### src/adfsr_defines.svh
// register offsets, field positions, reset values for the status bank
`ifndef ADFSR_DEFINES_SVH
`define ADFSR_DEFINES_SVH
`define ADFSR_ADDR_DIAG_CH12   8'h0C
`define ADFSR_ADDR_DIAG_CH34   8'h0D
`define ADFSR_ADDR_LINE_OUT    8'h0E
`define ADFSR_ADDR_CH_STATE    8'h0F
`define ADFSR_ADDR_CH_FAULT    8'h10
`define ADFSR_ADDR_GLOBAL_ONE  8'h11
`define ADFSR_RST_DIAG         8'h00
`define ADFSR_RST_LINE_OUT     4'h0
`define ADFSR_RST_CH_STATE     8'h55
`define ADFSR_RST_FAULT        8'h00
`define ADFSR_RST_GLOBAL       5'h00
`define ADFSR_BIT_S2G          3
`define ADFSR_BIT_S2P          2
`define ADFSR_BIT_OPEN         1
`define ADFSR_BIT_SHORTED      0
`define ADFSR_BIT_CLK_BAD      4
`define ADFSR_BIT_OUT_OV       3
`define ADFSR_BIT_BAT_OV       2
`define ADFSR_BIT_OUT_UV       1
`define ADFSR_BIT_BAT_UV       0
`endif

### src/adfsr_pkg.sv
// types shared by the amplifier status register bank
package adfsr_pkg;
  typedef enum logic [1:0] {
    ADFSR_PLAY   = 2'h0,
    ADFSR_HIZ    = 2'h1,
    ADFSR_MUTE   = 2'h2,
    ADFSR_DCDIAG = 2'h3
  } adfsr_ch_state_e;
endpackage : adfsr_pkg

### src/adfsr_status_regs.sv
// read-only diagnostic and fault status register bank, four channels
`timescale 1ns/1ps
`default_nettype none
`include "adfsr_defines.svh"
module adfsr_status_regs (
  // clock, reset, enable
  input  wire logic       ref_clk,
  input  wire logic       rst_n,
  input  wire logic       clk_en,
  // register port from the serial control bus
  input  wire logic [7:0] reg_addr,
  input  wire logic       reg_rd,
  input  wire logic       reg_wr,
  input  wire logic [7:0] reg_wdata,
  output logic      [7:0] reg_rdata,
  output logic            reg_hit,
  // diagnostic control from the control registers
  input  wire logic       auto_diag_skip,
  input  wire logic       line_level_diag_enable,
  // diagnostic engine results, one nibble per channel, ch1 in [15:12]
  input  wire logic       diag_done,
  input  wire logic [15:0] diag_result,
  input  wire logic [3:0] line_level_detect_flag,
  // channel state and fault sources, ch1 in the top bits
  input  wire logic [7:0] ch_state,
  input  wire logic [3:0] overcurrent_flag,
  input  wire logic [3:0] dc_offset_fault_flag,
  // global fault sources
  input  wire logic       clock_invalid,
  input  wire logic       output_supply_overvoltage,
  input  wire logic       battery_overvoltage,
  input  wire logic       output_supply_undervoltage,
  input  wire logic       battery_undervoltage,
  // request to run diagnostics
  output logic            diag_start
);

  ////////////////////////////////////////////////////////////////////////
  // input synchronisers: sources come from analog monitors
  localparam int NSYNC = 38;
  logic [NSYNC-1:0] raw_in;
  logic [NSYNC-1:0] meta_q;
  logic [NSYNC-1:0] sync_q;

  // one channel field decoded to "sits in high impedance"
  function automatic logic hiz_of(input logic [1:0] st);
    hiz_of = (st == 2'(adfsr_pkg::ADFSR_HIZ));
  endfunction : hiz_of

  assign raw_in = {diag_done, diag_result, line_level_detect_flag,
                   overcurrent_flag, dc_offset_fault_flag, clock_invalid,
                   output_supply_overvoltage, battery_overvoltage,
                   output_supply_undervoltage, battery_undervoltage,
                   hiz_of(ch_state[7:6]), hiz_of(ch_state[5:4]),
                   hiz_of(ch_state[3:2]), hiz_of(ch_state[1:0])};

  // high-z bits reset to 1 so that reset itself never looks like an exit
  always_ff @(posedge ref_clk or negedge rst_n) begin
    if (!rst_n) begin
      meta_q <= {{(NSYNC-4){1'b0}}, 4'hF};
      sync_q <= {{(NSYNC-4){1'b0}}, 4'hF};
    end else if (clk_en) begin
      meta_q <= raw_in;
      sync_q <= meta_q;
    end
  end

  logic [7:0] state_meta_q;
  logic [7:0] state_sync_q;
  always_ff @(posedge ref_clk or negedge rst_n) begin
    if (!rst_n) begin
      state_meta_q <= `ADFSR_RST_CH_STATE;
      state_sync_q <= `ADFSR_RST_CH_STATE;
    end else if (clk_en) begin
      state_meta_q <= ch_state;
      state_sync_q <= state_meta_q;
    end
  end

  logic        s_done;
  logic [15:0] s_result;
  logic [3:0]  s_line;
  logic [3:0]  s_oc;
  logic [3:0]  s_dc;
  logic [4:0]  s_global;
  logic [3:0]  s_hiz;
  assign s_done   = sync_q[37];
  assign s_result = sync_q[36:21];
  assign s_line   = sync_q[20:17];
  assign s_oc     = sync_q[16:13];
  assign s_dc     = sync_q[12:9];
  assign s_global = sync_q[8:4];
  assign s_hiz    = sync_q[3:0];

  ////////////////////////////////////////////////////////////////////////
  // automatic diagnostic trigger
  logic [3:0] hiz_prev_q;
  logic       fault_prev_q;
  logic       fault_any;
  logic       leave_hiz;
  logic       fault_rise;
  assign fault_any  = |{s_oc, s_dc};
  assign leave_hiz  = |(hiz_prev_q & ~s_hiz);
  assign fault_rise = fault_any & ~fault_prev_q;

  always_ff @(posedge ref_clk or negedge rst_n) begin
    if (!rst_n) begin
      hiz_prev_q   <= 4'hF;
      fault_prev_q <= 1'b0;
      diag_start   <= 1'b0;
    end else if (clk_en) begin
      hiz_prev_q   <= s_hiz;
      fault_prev_q <= fault_any;
      diag_start   <= !auto_diag_skip && (leave_hiz || fault_rise);
    end
  end

  ////////////////////////////////////////////////////////////////////////
  // status registers; no write path exists, so writes never alter them
  // reg_wr and reg_wdata reach no register on purpose
  logic [7:0] diag_ch12_q;
  logic [7:0] diag_ch34_q;
  logic [3:0] line_out_q;
  logic [7:0] ch_fault_q;
  logic [4:0] global_q;

  always_ff @(posedge ref_clk or negedge rst_n) begin
    if (!rst_n) begin
      diag_ch12_q <= `ADFSR_RST_DIAG;
      diag_ch34_q <= `ADFSR_RST_DIAG;
    end else if (clk_en && s_done) begin
      diag_ch12_q <= s_result[15:8];
      diag_ch34_q <= s_result[7:0];
    end
  end

  always_ff @(posedge ref_clk or negedge rst_n) begin
    if (!rst_n) begin
      line_out_q <= `ADFSR_RST_LINE_OUT;
    end else if (clk_en && s_done && line_level_diag_enable) begin
      line_out_q <= s_line;
    end
  end

  always_ff @(posedge ref_clk or negedge rst_n) begin
    if (!rst_n) begin
      ch_fault_q <= `ADFSR_RST_FAULT;
      global_q   <= `ADFSR_RST_GLOBAL;
    end else if (clk_en) begin
      ch_fault_q <= {s_oc, s_dc};
      global_q   <= s_global;
    end
  end

  ////////////////////////////////////////////////////////////////////////
  // read decode
  function automatic logic is_mapped(input logic [7:0] a);
    is_mapped = (a >= `ADFSR_ADDR_DIAG_CH12) &&
                (a <= `ADFSR_ADDR_GLOBAL_ONE);
  endfunction : is_mapped

  logic [7:0] rd_mux;
  always_comb begin
    case (reg_addr)
      `ADFSR_ADDR_DIAG_CH12:  rd_mux = diag_ch12_q;
      `ADFSR_ADDR_DIAG_CH34:  rd_mux = diag_ch34_q;
      `ADFSR_ADDR_LINE_OUT:   rd_mux = {4'h0, line_out_q};
      `ADFSR_ADDR_CH_STATE:   rd_mux = state_sync_q;
      `ADFSR_ADDR_CH_FAULT:   rd_mux = ch_fault_q;
      `ADFSR_ADDR_GLOBAL_ONE: rd_mux = {3'h0, global_q};
      default:                rd_mux = 8'h00;
    endcase
  end

  always_ff @(posedge ref_clk or negedge rst_n) begin
    if (!rst_n) begin
      reg_rdata <= 8'h00;
    end else if (clk_en && reg_rd) begin
      reg_rdata <= rd_mux;
    end
  end

  assign reg_hit = (reg_rd || reg_wr) && is_mapped(reg_addr);
endmodule : adfsr_status_regs
`default_nettype wire

### config.mk
export PLATFORM = sky130hd
export DESIGN_NAME = adfsr_status_regs
export DESIGN_NICKNAME = d
export VERILOG_FILES = /design/src/adfsr_pkg.sv /design/src/adfsr_status_regs.sv
export VERILOG_INCLUDE_DIRS = /design/src
export SDC_FILE = /design/constraint.sdc
export NUM_CORES = 1
export LEC_CHECK = 0
export BUFFER_PORTS_ARGS = -buffer_cell sky130_fd_sc_hd__buf_2
export CAP_MARGIN = 20
export CORE_MARGIN = 4
export CORE_UTILIZATION = 25
export CTS_BUF_LIST = sky130_fd_sc_hd__clkbuf_2
export CTS_CLUSTER_SIZE = 12
export DETAILED_ROUTE_END_ITERATION = 16
export PLACE_DENSITY = 0.49
export SETUP_SLACK_MARGIN = 0.2
export SLEW_MARGIN = 20
export SYNTH_ARGS = -nofsm -noshare
export SYNTH_HDL_FRONTEND = slang
export SYNTH_SLANG_ARGS = --single-unit
### constraint.sdc
create_clock -name ref_clk -period 3.7 [get_ports ref_clk]
set_clock_uncertainty 0.15 [all_clocks]
set_input_delay 0 -clock ref_clk [delete_from_list [all_inputs] [get_ports ref_clk]]
set_output_delay 0 -clock ref_clk [all_outputs]
set_load 0.05 [all_outputs]
Word level (Yosys, flattened, before mapping)
Cells that the tools add are included.
{ "op_classes": {"magnitude_cmp": 2, "n_eq_ne": 10, "n_mux": 1, "n_bitwise": 4, "reduce_logical": 11} }
{ "ops": {"columns": ["op", "count"], "rows": [
  ["8-bit one-hot mux with 6 select lines", 1],
  ["8-bit by 4-bit equality test with 1-bit output (second input constant)", 4],
  ["8-bit by 5-bit equality test with 1-bit output (second input constant)", 2],
  ["2-bit by 1-bit equality test with 1-bit output (second input constant)", 4],
  ["8-bit by 4-bit >= comparator with 1-bit output (second input constant)", 1],
  ["8-bit by 5-bit less-or-equal comparator with 1-bit output (second input constant)", 1],
  ["8-bit OR reduction", 1],
  ["1-bit logical AND", 6],
  ["4-bit bitwise AND", 1],
  ["4-bit inverter", 1],
  ["4-bit OR reduction", 1],
  ["1-bit logical OR", 2],
  ["1-bit bitwise AND", 1],
  ["1-bit logical NOT", 1],
  ["1-bit inverter", 1]
]} }
{ "totals": {"reg_bits": 139, "in_bits": 65, "out_inout_bits": 10, "elab_cells": 41} }

Logic depth before layout (Yosys ltp)
Gate-level depths: netlist of run 1.
{ "logic_depth": {"word_depth": 5, "mapped_depth": 6, "mapped_depth_nobuf": 4} }

Least setup slack after synthesis of run 1
No wires, ideal clock.
{ "synth_path": {"path_kind": "register -> register", "from": "register sync_q[10]", "to": "register diag_start", "arrival_ns": 1.135, "setup_slack_ns": 2.276, "stages_incl_launch_ff": 5, "path_buffers": 0, "synth_period_minus_slack_ns": 1.424, "path_cell_list": "dfrtp_1 -> nor4_1 -> a21oi_1 -> o311ai_0 -> o21ai_0"} }
{ "synth_via": {"elab_chain_cells": 4} }
{ "synth_lines": {"columns": ["element", "line_no", "text"], "rows": [
  ["start, declared", "adfsr_status_regs.sv:43", "logic [NSYNC-1:0] sync_q;"],
  ["start signal, assigned", "adfsr_status_regs.sv:61", "sync_q <= {{(NSYNC-4){1'b0}}, 4'hF};"],
  ["start signal, assigned", "adfsr_status_regs.sv:64", "sync_q <= meta_q;"],
  ["8-bit OR reduction", "adfsr_status_regs.sv:102", "assign fault_any = |{s_oc, s_dc};"],
  ["1-bit bitwise AND", "adfsr_status_regs.sv:104", "assign fault_rise = fault_any & ~fault_prev_q;"],
  ["1-bit logical OR", "adfsr_status_regs.sv:114", "diag_start <= !auto_diag_skip && (leave_hiz || fault_rise);"],
  ["1-bit logical AND", "adfsr_status_regs.sv:114", null],
  ["end signal, assigned", "adfsr_status_regs.sv:114", null],
  ["end, declared", "adfsr_status_regs.sv:35", "output logic diag_start"]
]} }
No other way between the ends.
A chain may end at the register's enable or synchronous reset.

Worst setup path in the final report of run 1
{ "layout_path": {"from": "input reg_addr[1]", "to": "register reg_rdata[7]"} }
{ "layout_via": {"elab_chain_cells": 2, "elab_cells_between_ends": 7, "classes_between": "6 x eq/ne; 1 x mux"} }
{ "layout_lines": {"columns": ["element", "line_no", "text"], "rows": [
  ["start, declared", "adfsr_status_regs.sv:11", "input wire logic [7:0] reg_addr,"],
  ["8-bit by 5-bit equality test with 1-bit output or 8-bit by 4-bit equality test with 1-bit output (tied branches)", "adfsr_status_regs.sv:164", "case (reg_addr)"],
  ["8-bit one-hot mux with 6 select lines (*)", "adfsr_status_regs.sv:164", null],
  ["end signal, assigned", "adfsr_status_regs.sv:179", "reg_rdata <= rd_mux;"],
  ["end, declared", "adfsr_status_regs.sv:15", "output logic [7:0] reg_rdata,"]
]} }
Every way passes the cells marked *; elsewhere a longest branch is shown, timed or not.

==> impl_metrics.toml, run 1 <==
[floorplanning]
die_area_um2 = 25200
chipHeight_um = 159
io_pins = 75
row_count = 54
standard_cell_core_area_um2 = 22100
initial_core_util_pct = 25.7
die-width_um = 159

[power_and_ir_drop]
leakage_nw = 3.36
power.clock.fraction_pct = 29.8
net_switching_power_figure_w = 0.000913
internal-power_w = 0.00266
comb_power_share_pct = 16.7
sequentialPowerShare_pct = 53.5
maximum_vdd_drop_v = 0.000181
power_per_cell_area_nw_per_um2 = 450
power.switching_fraction_pct = 25.5

[setup_path]
worstSetupEndpointType = "register"
timing.setup.critical_path_class = "input pin to register"
timing.critical_path.fanout_max = 12
timing.critical_path.from_type = "input pin"
arrival_ps = 3580
cp_data_required_time_ps = 4170

[synthesis]
yosys_register_bits = 139
syn_nets = 449
yosys.area_share.xor_xnor_pct = 0
synth_adder_area_share_pct = 0
combinational_family_with_the_most_area_after_synthesis = "multiplexers"
synth_flop_cell = "sky130_fd_sc_hd__dfrtp_1"
synth_warnings = 0
synthSimpleGateAreaFrac_pct = 4.87
synth-edff-count = 0
synth_cell_types = 35
synth_top_area_share_pct = 52.4
area_of_the_mapped_netlist_um2 = 5680
synthDominantAreaCellType = "sky130_fd_sc_hd__dfrtp_1"
synth_compound_area_share_pct = 3.77
synth.yosys.seq_area_share_pct = 61.7
largest_cells_by_area_after_synthesis = "sky130_fd_sc_hd__dfrtp_1, sky130_fd_sc_hd__mux2_2, sky130_fd_sc_hd__dfstp_2"
synth.mux.area_fraction_pct = 26.9
postSynthAreaPerCell_um2 = 14.8
asyncSetResetFlopFracSynth_pct = 100
postSynthCellCount = 384

[clocking]
cts-root-to-sink-buffers = 2
post_cts_resized = 0
ctsRootBufferMaster = "sky130_fd_sc_hd__clkbuf_2"
number_of_h_tree_branching_levels = 4
path_clk_slew_ps = 200
clk-insertion-delay-late_ps = 690
cts_inserted_buffers = 17
tritoncts = "yes"
ctsHoldBuffers = 135
cts_sinks = 139
cts_setup_buffers = 0

[status]
status = "complete, no violations"

[sta]
final_hold_viol_count = 0
slew_violations = 0
rsz0062_at_grt = "no"
finalSetupTns_ps = 0
min_period_over_period_pct = 84.1
maxClockFrequency_ghz = 0.322
post-route-min-period_ps = 3110
final-setup-viol-count = 0
worst_slew_margin_pct = 54.3
transition_time_at_the_pin_with_the_least_slew_margin_ps = 683

[final_layout]
drive_gt1_share_pct = 43.3
antenna_cells = 0
area_delta_synth_final_pct = 39.9
layout_net_count = 651
layoutNonFillerInstCount = 878
layout.cell_area.non_filler_um2 = 7940
mostFrequentLayoutCell = "sky130_fd_sc_hd__dlygate4sd3_1"
mostFrequentLayoutCells = "sky130_fd_sc_hd__dlygate4sd3_1, sky130_fd_sc_hd__mux2_2, sky130_fd_sc_hd__dfrtp_1"

[detailed_routing]
drtIter0Drc = 176
drc_errors = 0
route.detailed.wl_per_inst_um = 13.8
drt_first_pass_iters = 4
ant_nets = 0
wirelength_um = 12100
drt-vias-per-instance = 4.22
overall_via_count_from_detail_route = 3701

[grt]
vias_in_the_first_global_route = 4013
overflow = 0
grt_antenna_before_repair = 0
grt_first_pass_wirelength_um = 20400
grt_start_max_net_pins = 72
global_route.usage.total_pct = 10.1

[flow_run]
timing.max_cap.violations = 0

[placement]
place_area_um2 = 6280
gp_congestion = 0.728
numPlacedInstances = 712
placement.io_buffers = 66
detailed_placement_hpwl_um = 8100

[worst_hold_path]
min_path_type = "input pin to register"
-- Yosys cell counts, types with 5 or more instances --
cell	number
sky130_fd_sc_hd__inv_1	11
sky130_fd_sc_hd__clkbuf_1	9
sky130_fd_sc_hd__buf_2	8
sky130_fd_sc_hd__mux2_2	123
sky130_fd_sc_hd__mux2i_1	5
sky130_fd_sc_hd__o21ai_0	9
sky130_fd_sc_hd__dfstp_2	20
sky130_fd_sc_hd__dfrtp_1	119
sky130_fd_sc_hd__a21oi_1	5
sky130_fd_sc_hd__nor2_1	8
sky130_fd_sc_hd__a31oi_1	5
sky130_fd_sc_hd__nand2_1	12
-- per-stage QoR --
| step | hold WS (ps) | setup WS (ps) | utilization (%) | power [W] |
|---|---|---|---|---|
| 3_3_place_gp | -19.3 | 1840 | 28.4 | 0.00241 |
| 2_1_floorplan | -446 | 2280 | - | 0.00224 |
| 4_1_cts | 35.0 | 679 | 36.0 | 0.00363 |
| 5_1_grt | 31.1 | 595 | 36.0 | 0.00378 |
| 3_5_place_dp | -0.695 | 1780 | 28.4 | 0.00243 |
| 6_report | 133 | 590 | 36.0 | 0.00357 |
-- per-layer routing --
| metal | share of wire [%] | track usage, % | routed length (um) | vias up |
|---|---|---|---|---|
| li1 | - | - | - | 1784 |
| met2 | 47 | 15.7 | 5730 | 68 |
| met4 | 1.2 | 3.16 | 143 | 0 |
| met1 | 46 | 13.2 | 5640 | 1838 |
| met3 | 5.1 | 3.65 | 618 | 11 |
| met5 | 0 | 0 | 0 | - |
-- power by group through the flow --
stage,clock network [W],logic (W),registers (W)
after floorplan,0,0.000335,0.00191
after global placement,0,0.000470,0.00194
after detailed placement,0,0.000482,0.00195
after CTS,0.00111,0.000605,0.00192
after global routing,0.00118,0.000655,0.00195
final,0.00107,0.000595,0.00191
-- flip-flops by register name, summed over array words and instances, names as in the netlist --
signal,flops
ch_fault_q,8
diag_ch12_q,8
diag_ch34_q,8
diag_start,1
fault_prev_q,1
global_q,5
hiz_prev_q,4
line_out_q,4
meta_q,38
reg_rdata,8
state_meta_q,8
state_sync_q,8
sync_q,38
-- critical path: stages --
cell and delay [ps]:
sky130_fd_sc_hd__dlygate4sd3_1 550, sky130_fd_sc_hd__buf_2 210, sky130_fd_sc_hd__or4b_4 510, sky130_fd_sc_hd__dlygate4sd3_1 730, sky130_fd_sc_hd__a21oi_4 210, sky130_fd_sc_hd__dlygate4sd3_1 600
sky130_fd_sc_hd__nand2_2 80, sky130_fd_sc_hd__o21ai_1 120, sky130_fd_sc_hd__dlygate4sd3_1 560
-- logic make-up (layout without fill, tap and decap cells) --
logic type	after synthesis	after routing
mux	132	132
compound gates	34	34
flops	139	139
buf+inv	33	247
simple gates	46	46
-- worst paths after layout --
| kind | slack (ps) | end | start | cells past startpoint |
|---|---|---|---|---|
| worst max-delay path | 590 | reg_rdata[7] | reg_addr[1] | 9 |
| worst min-delay path | 130 | reg_rdata[3] | reg_rd | 4 |
| worst max register to register | 1210 | reg_rdata[5] | ch_fault_q[5] | 5 |
| worst min register to register | 350 | state_meta_q[0] | state_meta_q[0] | 2 |
| max in group asynchronous | 2660 | diag_ch34_q[3] | rst_n | 4 |
| min in group asynchronous | 340 | hiz_prev_q[0] | rst_n | 3 |
-- cell type report --
type,count,area (um^2)
clock buffers,20,100
multi-input cells,212,2020
fillers,2144,14100
inverters,11,41.3
flip-flops and latches,139,3500
well taps,280,350
clock inverters,11,195
repair buffers,205,1740
Power figures use the tool's default switching activity.
==> run 2, diff against run 1 <==
PLACE_DENSITY = 0.5   (was 0.49)
clock period = 2.85 ns   (was 3.7 ns; I/O delays follow)
==> run 2 against run 1 <==
Compared with the run above: the flow now stops in clock tree synthesis; area after synthesis unchanged; synthesized cell count unchanged.
==> impl_metrics.toml, run 2 <==
[clocking]
post_cts_resized = 0
cts_setup_buffers = 0
cts-root-to-sink-buffers = 2
cts_sinks = 139
ctsHoldBuffers = 149
number_of_h_tree_branching_levels = 4
cts_inserted_buffers = 17
ctsRootBufferMaster = "sky130_fd_sc_hd__clkbuf_2"

[synthesis]
area_of_the_mapped_netlist_um2 = 5680
synth_flop_cell = "sky130_fd_sc_hd__dfrtp_1"
asyncSetResetFlopFracSynth_pct = 100
synth.yosys.seq_area_share_pct = 61.7
syn_nets = 449
synth_top_area_share_pct = 52.4
postSynthCellCount = 384
postSynthAreaPerCell_um2 = 14.8
synth-edff-count = 0
synth_cell_types = 35
synthDominantAreaCellType = "sky130_fd_sc_hd__dfrtp_1"
synth.cells.most_frequent = "sky130_fd_sc_hd__mux2_2, sky130_fd_sc_hd__dfrtp_1, sky130_fd_sc_hd__dfstp_2"
largest_cells_by_area_after_synthesis = "sky130_fd_sc_hd__dfrtp_1, sky130_fd_sc_hd__mux2_2, sky130_fd_sc_hd__dfstp_2"
post-synth-top-count-cell = "sky130_fd_sc_hd__mux2_2"
yosys_register_bits = 139
synth_warnings = 0

[placement]
placement.io_buffers = 66
detailed_placement_hpwl_um = 7790
gp_congestion = 0.740

[floorplanning]
row_count = 54
initial_core_util_pct = 25.7
die-width_um = 159
chipHeight_um = 159
io_pins = 75

[status]
flow.first_error = "[ERROR RSZ-0060] Max buffer count reached."
status = "stopped before the end"
outcome.stop_stage = "clock tree synthesis"
-- run 2: cell counts after synthesis --
No cell type changed its count.
-- run 2: cells by family after synthesis --
kind of cell	share of synthesized area, %
flops	61.7
buf+inv	2.82
compound gates	3.77
mux	26.9
simple gates	4.87
-- run 2: stage by stage --
| step | cells | utilization (%) | worst slack [ps] | area [um^2] | hold slack, ps |
|---|---|---|---|---|---|
| after global placement | 711 | 28.5 | 1180 | 6300 | -104 |
| after floorplan | 384 | - | 1430 | 5680 | -446 |
| after detailed placement | 711 | 28.5 | 1180 | 6300 | -93.7 |
==> run 3, diff against run 2 <==
CORE_UTILIZATION = 20   (was 25)
CTS_BUF_LIST = default   (was sky130_fd_sc_hd__clkbuf_2)
CTS_CLUSTER_SIZE = default   (was 12)
PLACE_DENSITY = default   (was 0.5)
PLACE_DENSITY_LB_ADDON = 0.15   (was default)
SETUP_SLACK_MARGIN = default   (was 0.2)
clock period = 3.7 ns   (was 2.85 ns; I/O delays follow)
==> run 3 against run 2 <==
Compared with the run above: the run now ends clean.
==> impl_metrics.toml, run 3 (synthesized netlist as in run 1, its figures left out) <==
[setup_path]
timing.critical_path.fanout_max = 8
cp_data_required_time_ps = 3550
reg2regPathDepth = 4
cp-startpoint = "reg_addr[4]"
timing.rr.end = "diag_start"
count_of_buffer_and_inverter_cells_on_the_critical_path = 3
worst-r2r-setup-slack_ps = 2040
timing.critical_path.from_type = "input pin"
timing.rr.start = "sync_q[10]"
timing.setup.critical_path_class = "input pin to primary output"
critPathTopFamily = "buffers and inverters"
critPathMaxStageDelay_ps = 560
slowest_stage_cell_crit_path = "sky130_fd_sc_hd__or4b_4"
arrival_ps = 1860
critPathCapture = "reg_hit"
critical_path.cell_chain = "dlygate4sd3_1, buf_2, or4b_4, a21oi_4, o21a_1, buf_2"
critPathMostFrequentCell = "sky130_fd_sc_hd__buf_2"
worstSetupEndpointType = "primary output"
cp.depth = 6

[detailed_routing]
overall_via_count_from_detail_route = 3416
ant_nets = 0
drt-vias-per-instance = 3.83
wirelength_um = 12700
drc_errors = 0
route.detailed.wl_per_inst_um = 14.2
drtIter0Drc = 92
drt_first_pass_iters = 4

[power_and_ir_drop]
leakage_nw = 3.11
power_per_cell_area_nw_per_um2 = 548
maximum_vdd_drop_v = 0.000246

[final_layout]
antenna_cells = 0
layout_net_count = 567
layout.area.seq_um2 = 3500
drive_gt1_share_pct = 50.3
largestRegisters = "meta_q x38, sync_q x38"
multiInputGateArea_um2 = 2020
mostFrequentLayoutCell = "sky130_fd_sc_hd__mux2_2"
area_delta_synth_final_pct = 32.3
mostFrequentLayoutCells = "sky130_fd_sc_hd__mux2_2, sky130_fd_sc_hd__dfrtp_1, sky130_fd_sc_hd__buf_2"
final_core_util_pct = 26.9
layoutNonFillerInstCount = 893
fillers = 2964

[clocking]
number_of_h_tree_branching_levels = 4
path_clk_slew_ps = 60
cts_sinks = 139
cts_inserted_buffers = 17
cts-root-to-sink-buffers = 2
clk-insertion-delay-late_ps = 420
post_cts_resized = 0
ctsRootBufferMaster = "sky130_fd_sc_hd__clkbuf_16"
ctsHoldBuffers = 52
cts_setup_buffers = 0
tritoncts = "yes"

[floorplanning]
standard_cell_core_area_um2 = 27900
die_area_um2 = 31200
chipHeight_um = 177
row_count = 61
initial_core_util_pct = 20.3
die-width_um = 177
io_pins = 75

[grt]
grt_start_max_net_pins = 89
grt_first_pass_wirelength_um = 20500
global_route.usage.total_pct = 8.66
overflow = 0
grt_antenna_before_repair = 1
vias_in_the_first_global_route = 3651

[sta]
final-setup-viol-count = 0
maxClockFrequency_ghz = 0.498
post-route-min-period_ps = 2010
worst_slew_margin_pct = 50.0
transition_time_at_the_pin_with_the_least_slew_margin_ps = 750
rsz0062_at_grt = "no"
hold_ws_ps = 9.90
final_hold_viol_count = 0
min_period_over_period_pct = 54.2
slew_violations = 0
finalSetupTns_ps = 0

[placement]
gp_congestion = 0.682
numPlacedInstances = 809
placement.io_buffers = 66
detailed_placement_hpwl_um = 8750

[flow_run]
timing.max_cap.violations = 0

[worst_hold_path]
min_path_type = "input pin to register"

[status]
status = "complete, no violations"
-- run 3: where the power goes --
part / switching (W) / leakage (nW) / total [W] / internal [W]
logic: 0.000212 / 1.22 / 0.000515 / 0.000303
clock network: 0.000679 / 0.275 / 0.00168 / 0.00100
registers: 0.000145 / 1.61 / 0.00193 / 0.00178
total: 0.00104 / 3.11 / 0.00412 / 0.00309
-- run 3: per-stage QoR --
| stage | area (um^2) | setup WS (ps) | power [W] |
|---|---|---|---|
| after detailed placement | 6410 | 1880 | 0.00244 |
| after floorplan | 5680 | 2280 | 0.00224 |
| after CTS | 7520 | 1690 | 0.00422 |
| after global routing | 7520 | 1620 | 0.00435 |
| final | 7520 | 1690 | 0.00412 |
| after global placement | 6410 | 1910 | 0.00243 |
-- run 3: worst reg2reg max path, stage by stage, from the launching register on --
cell,delay (ps)
sky130_fd_sc_hd__dfrtp_1,390
sky130_fd_sc_hd__nor4_1,420
sky130_fd_sc_hd__a21oi_1,160
sky130_fd_sc_hd__o311ai_0,270
sky130_fd_sc_hd__o21ai_0,130
-- run 3: worst min path at each step --
stage / start / end / cells after the start
2_1_floorplan: rst_n / ch_fault_q[0] / 0
3_3_place_gp: rst_n / meta_q[25] / 1
4_1_cts: clk_en / meta_q[20] / 2
5_1_grt: clk_en / meta_q[20] / 2
6_report: clk_en / meta_q[20] / 2
3_5_place_dp: rst_n / meta_q[25] / 1
-- run 3: area by class of cell --
type / count / share of cell area (%)
clock inverter: 11 / 1.43
multi-input combinational: 212 / 26.8
sequential: 139 / 46.6
clock buffer: 21 / 6.39
tap: 378 / 6.29
timing repair buffer: 121 / 11.9
inverter: 11 / 0.549
-- run 3: per-layer routing --
layer,up-vias,track usage (%),routed length [um]
met4,2,3.48,219
met2,54,13.5,6130
met5,-,0,17
met3,16,2.61,462
li1,1618,-,-
met1,1726,11.2,5890
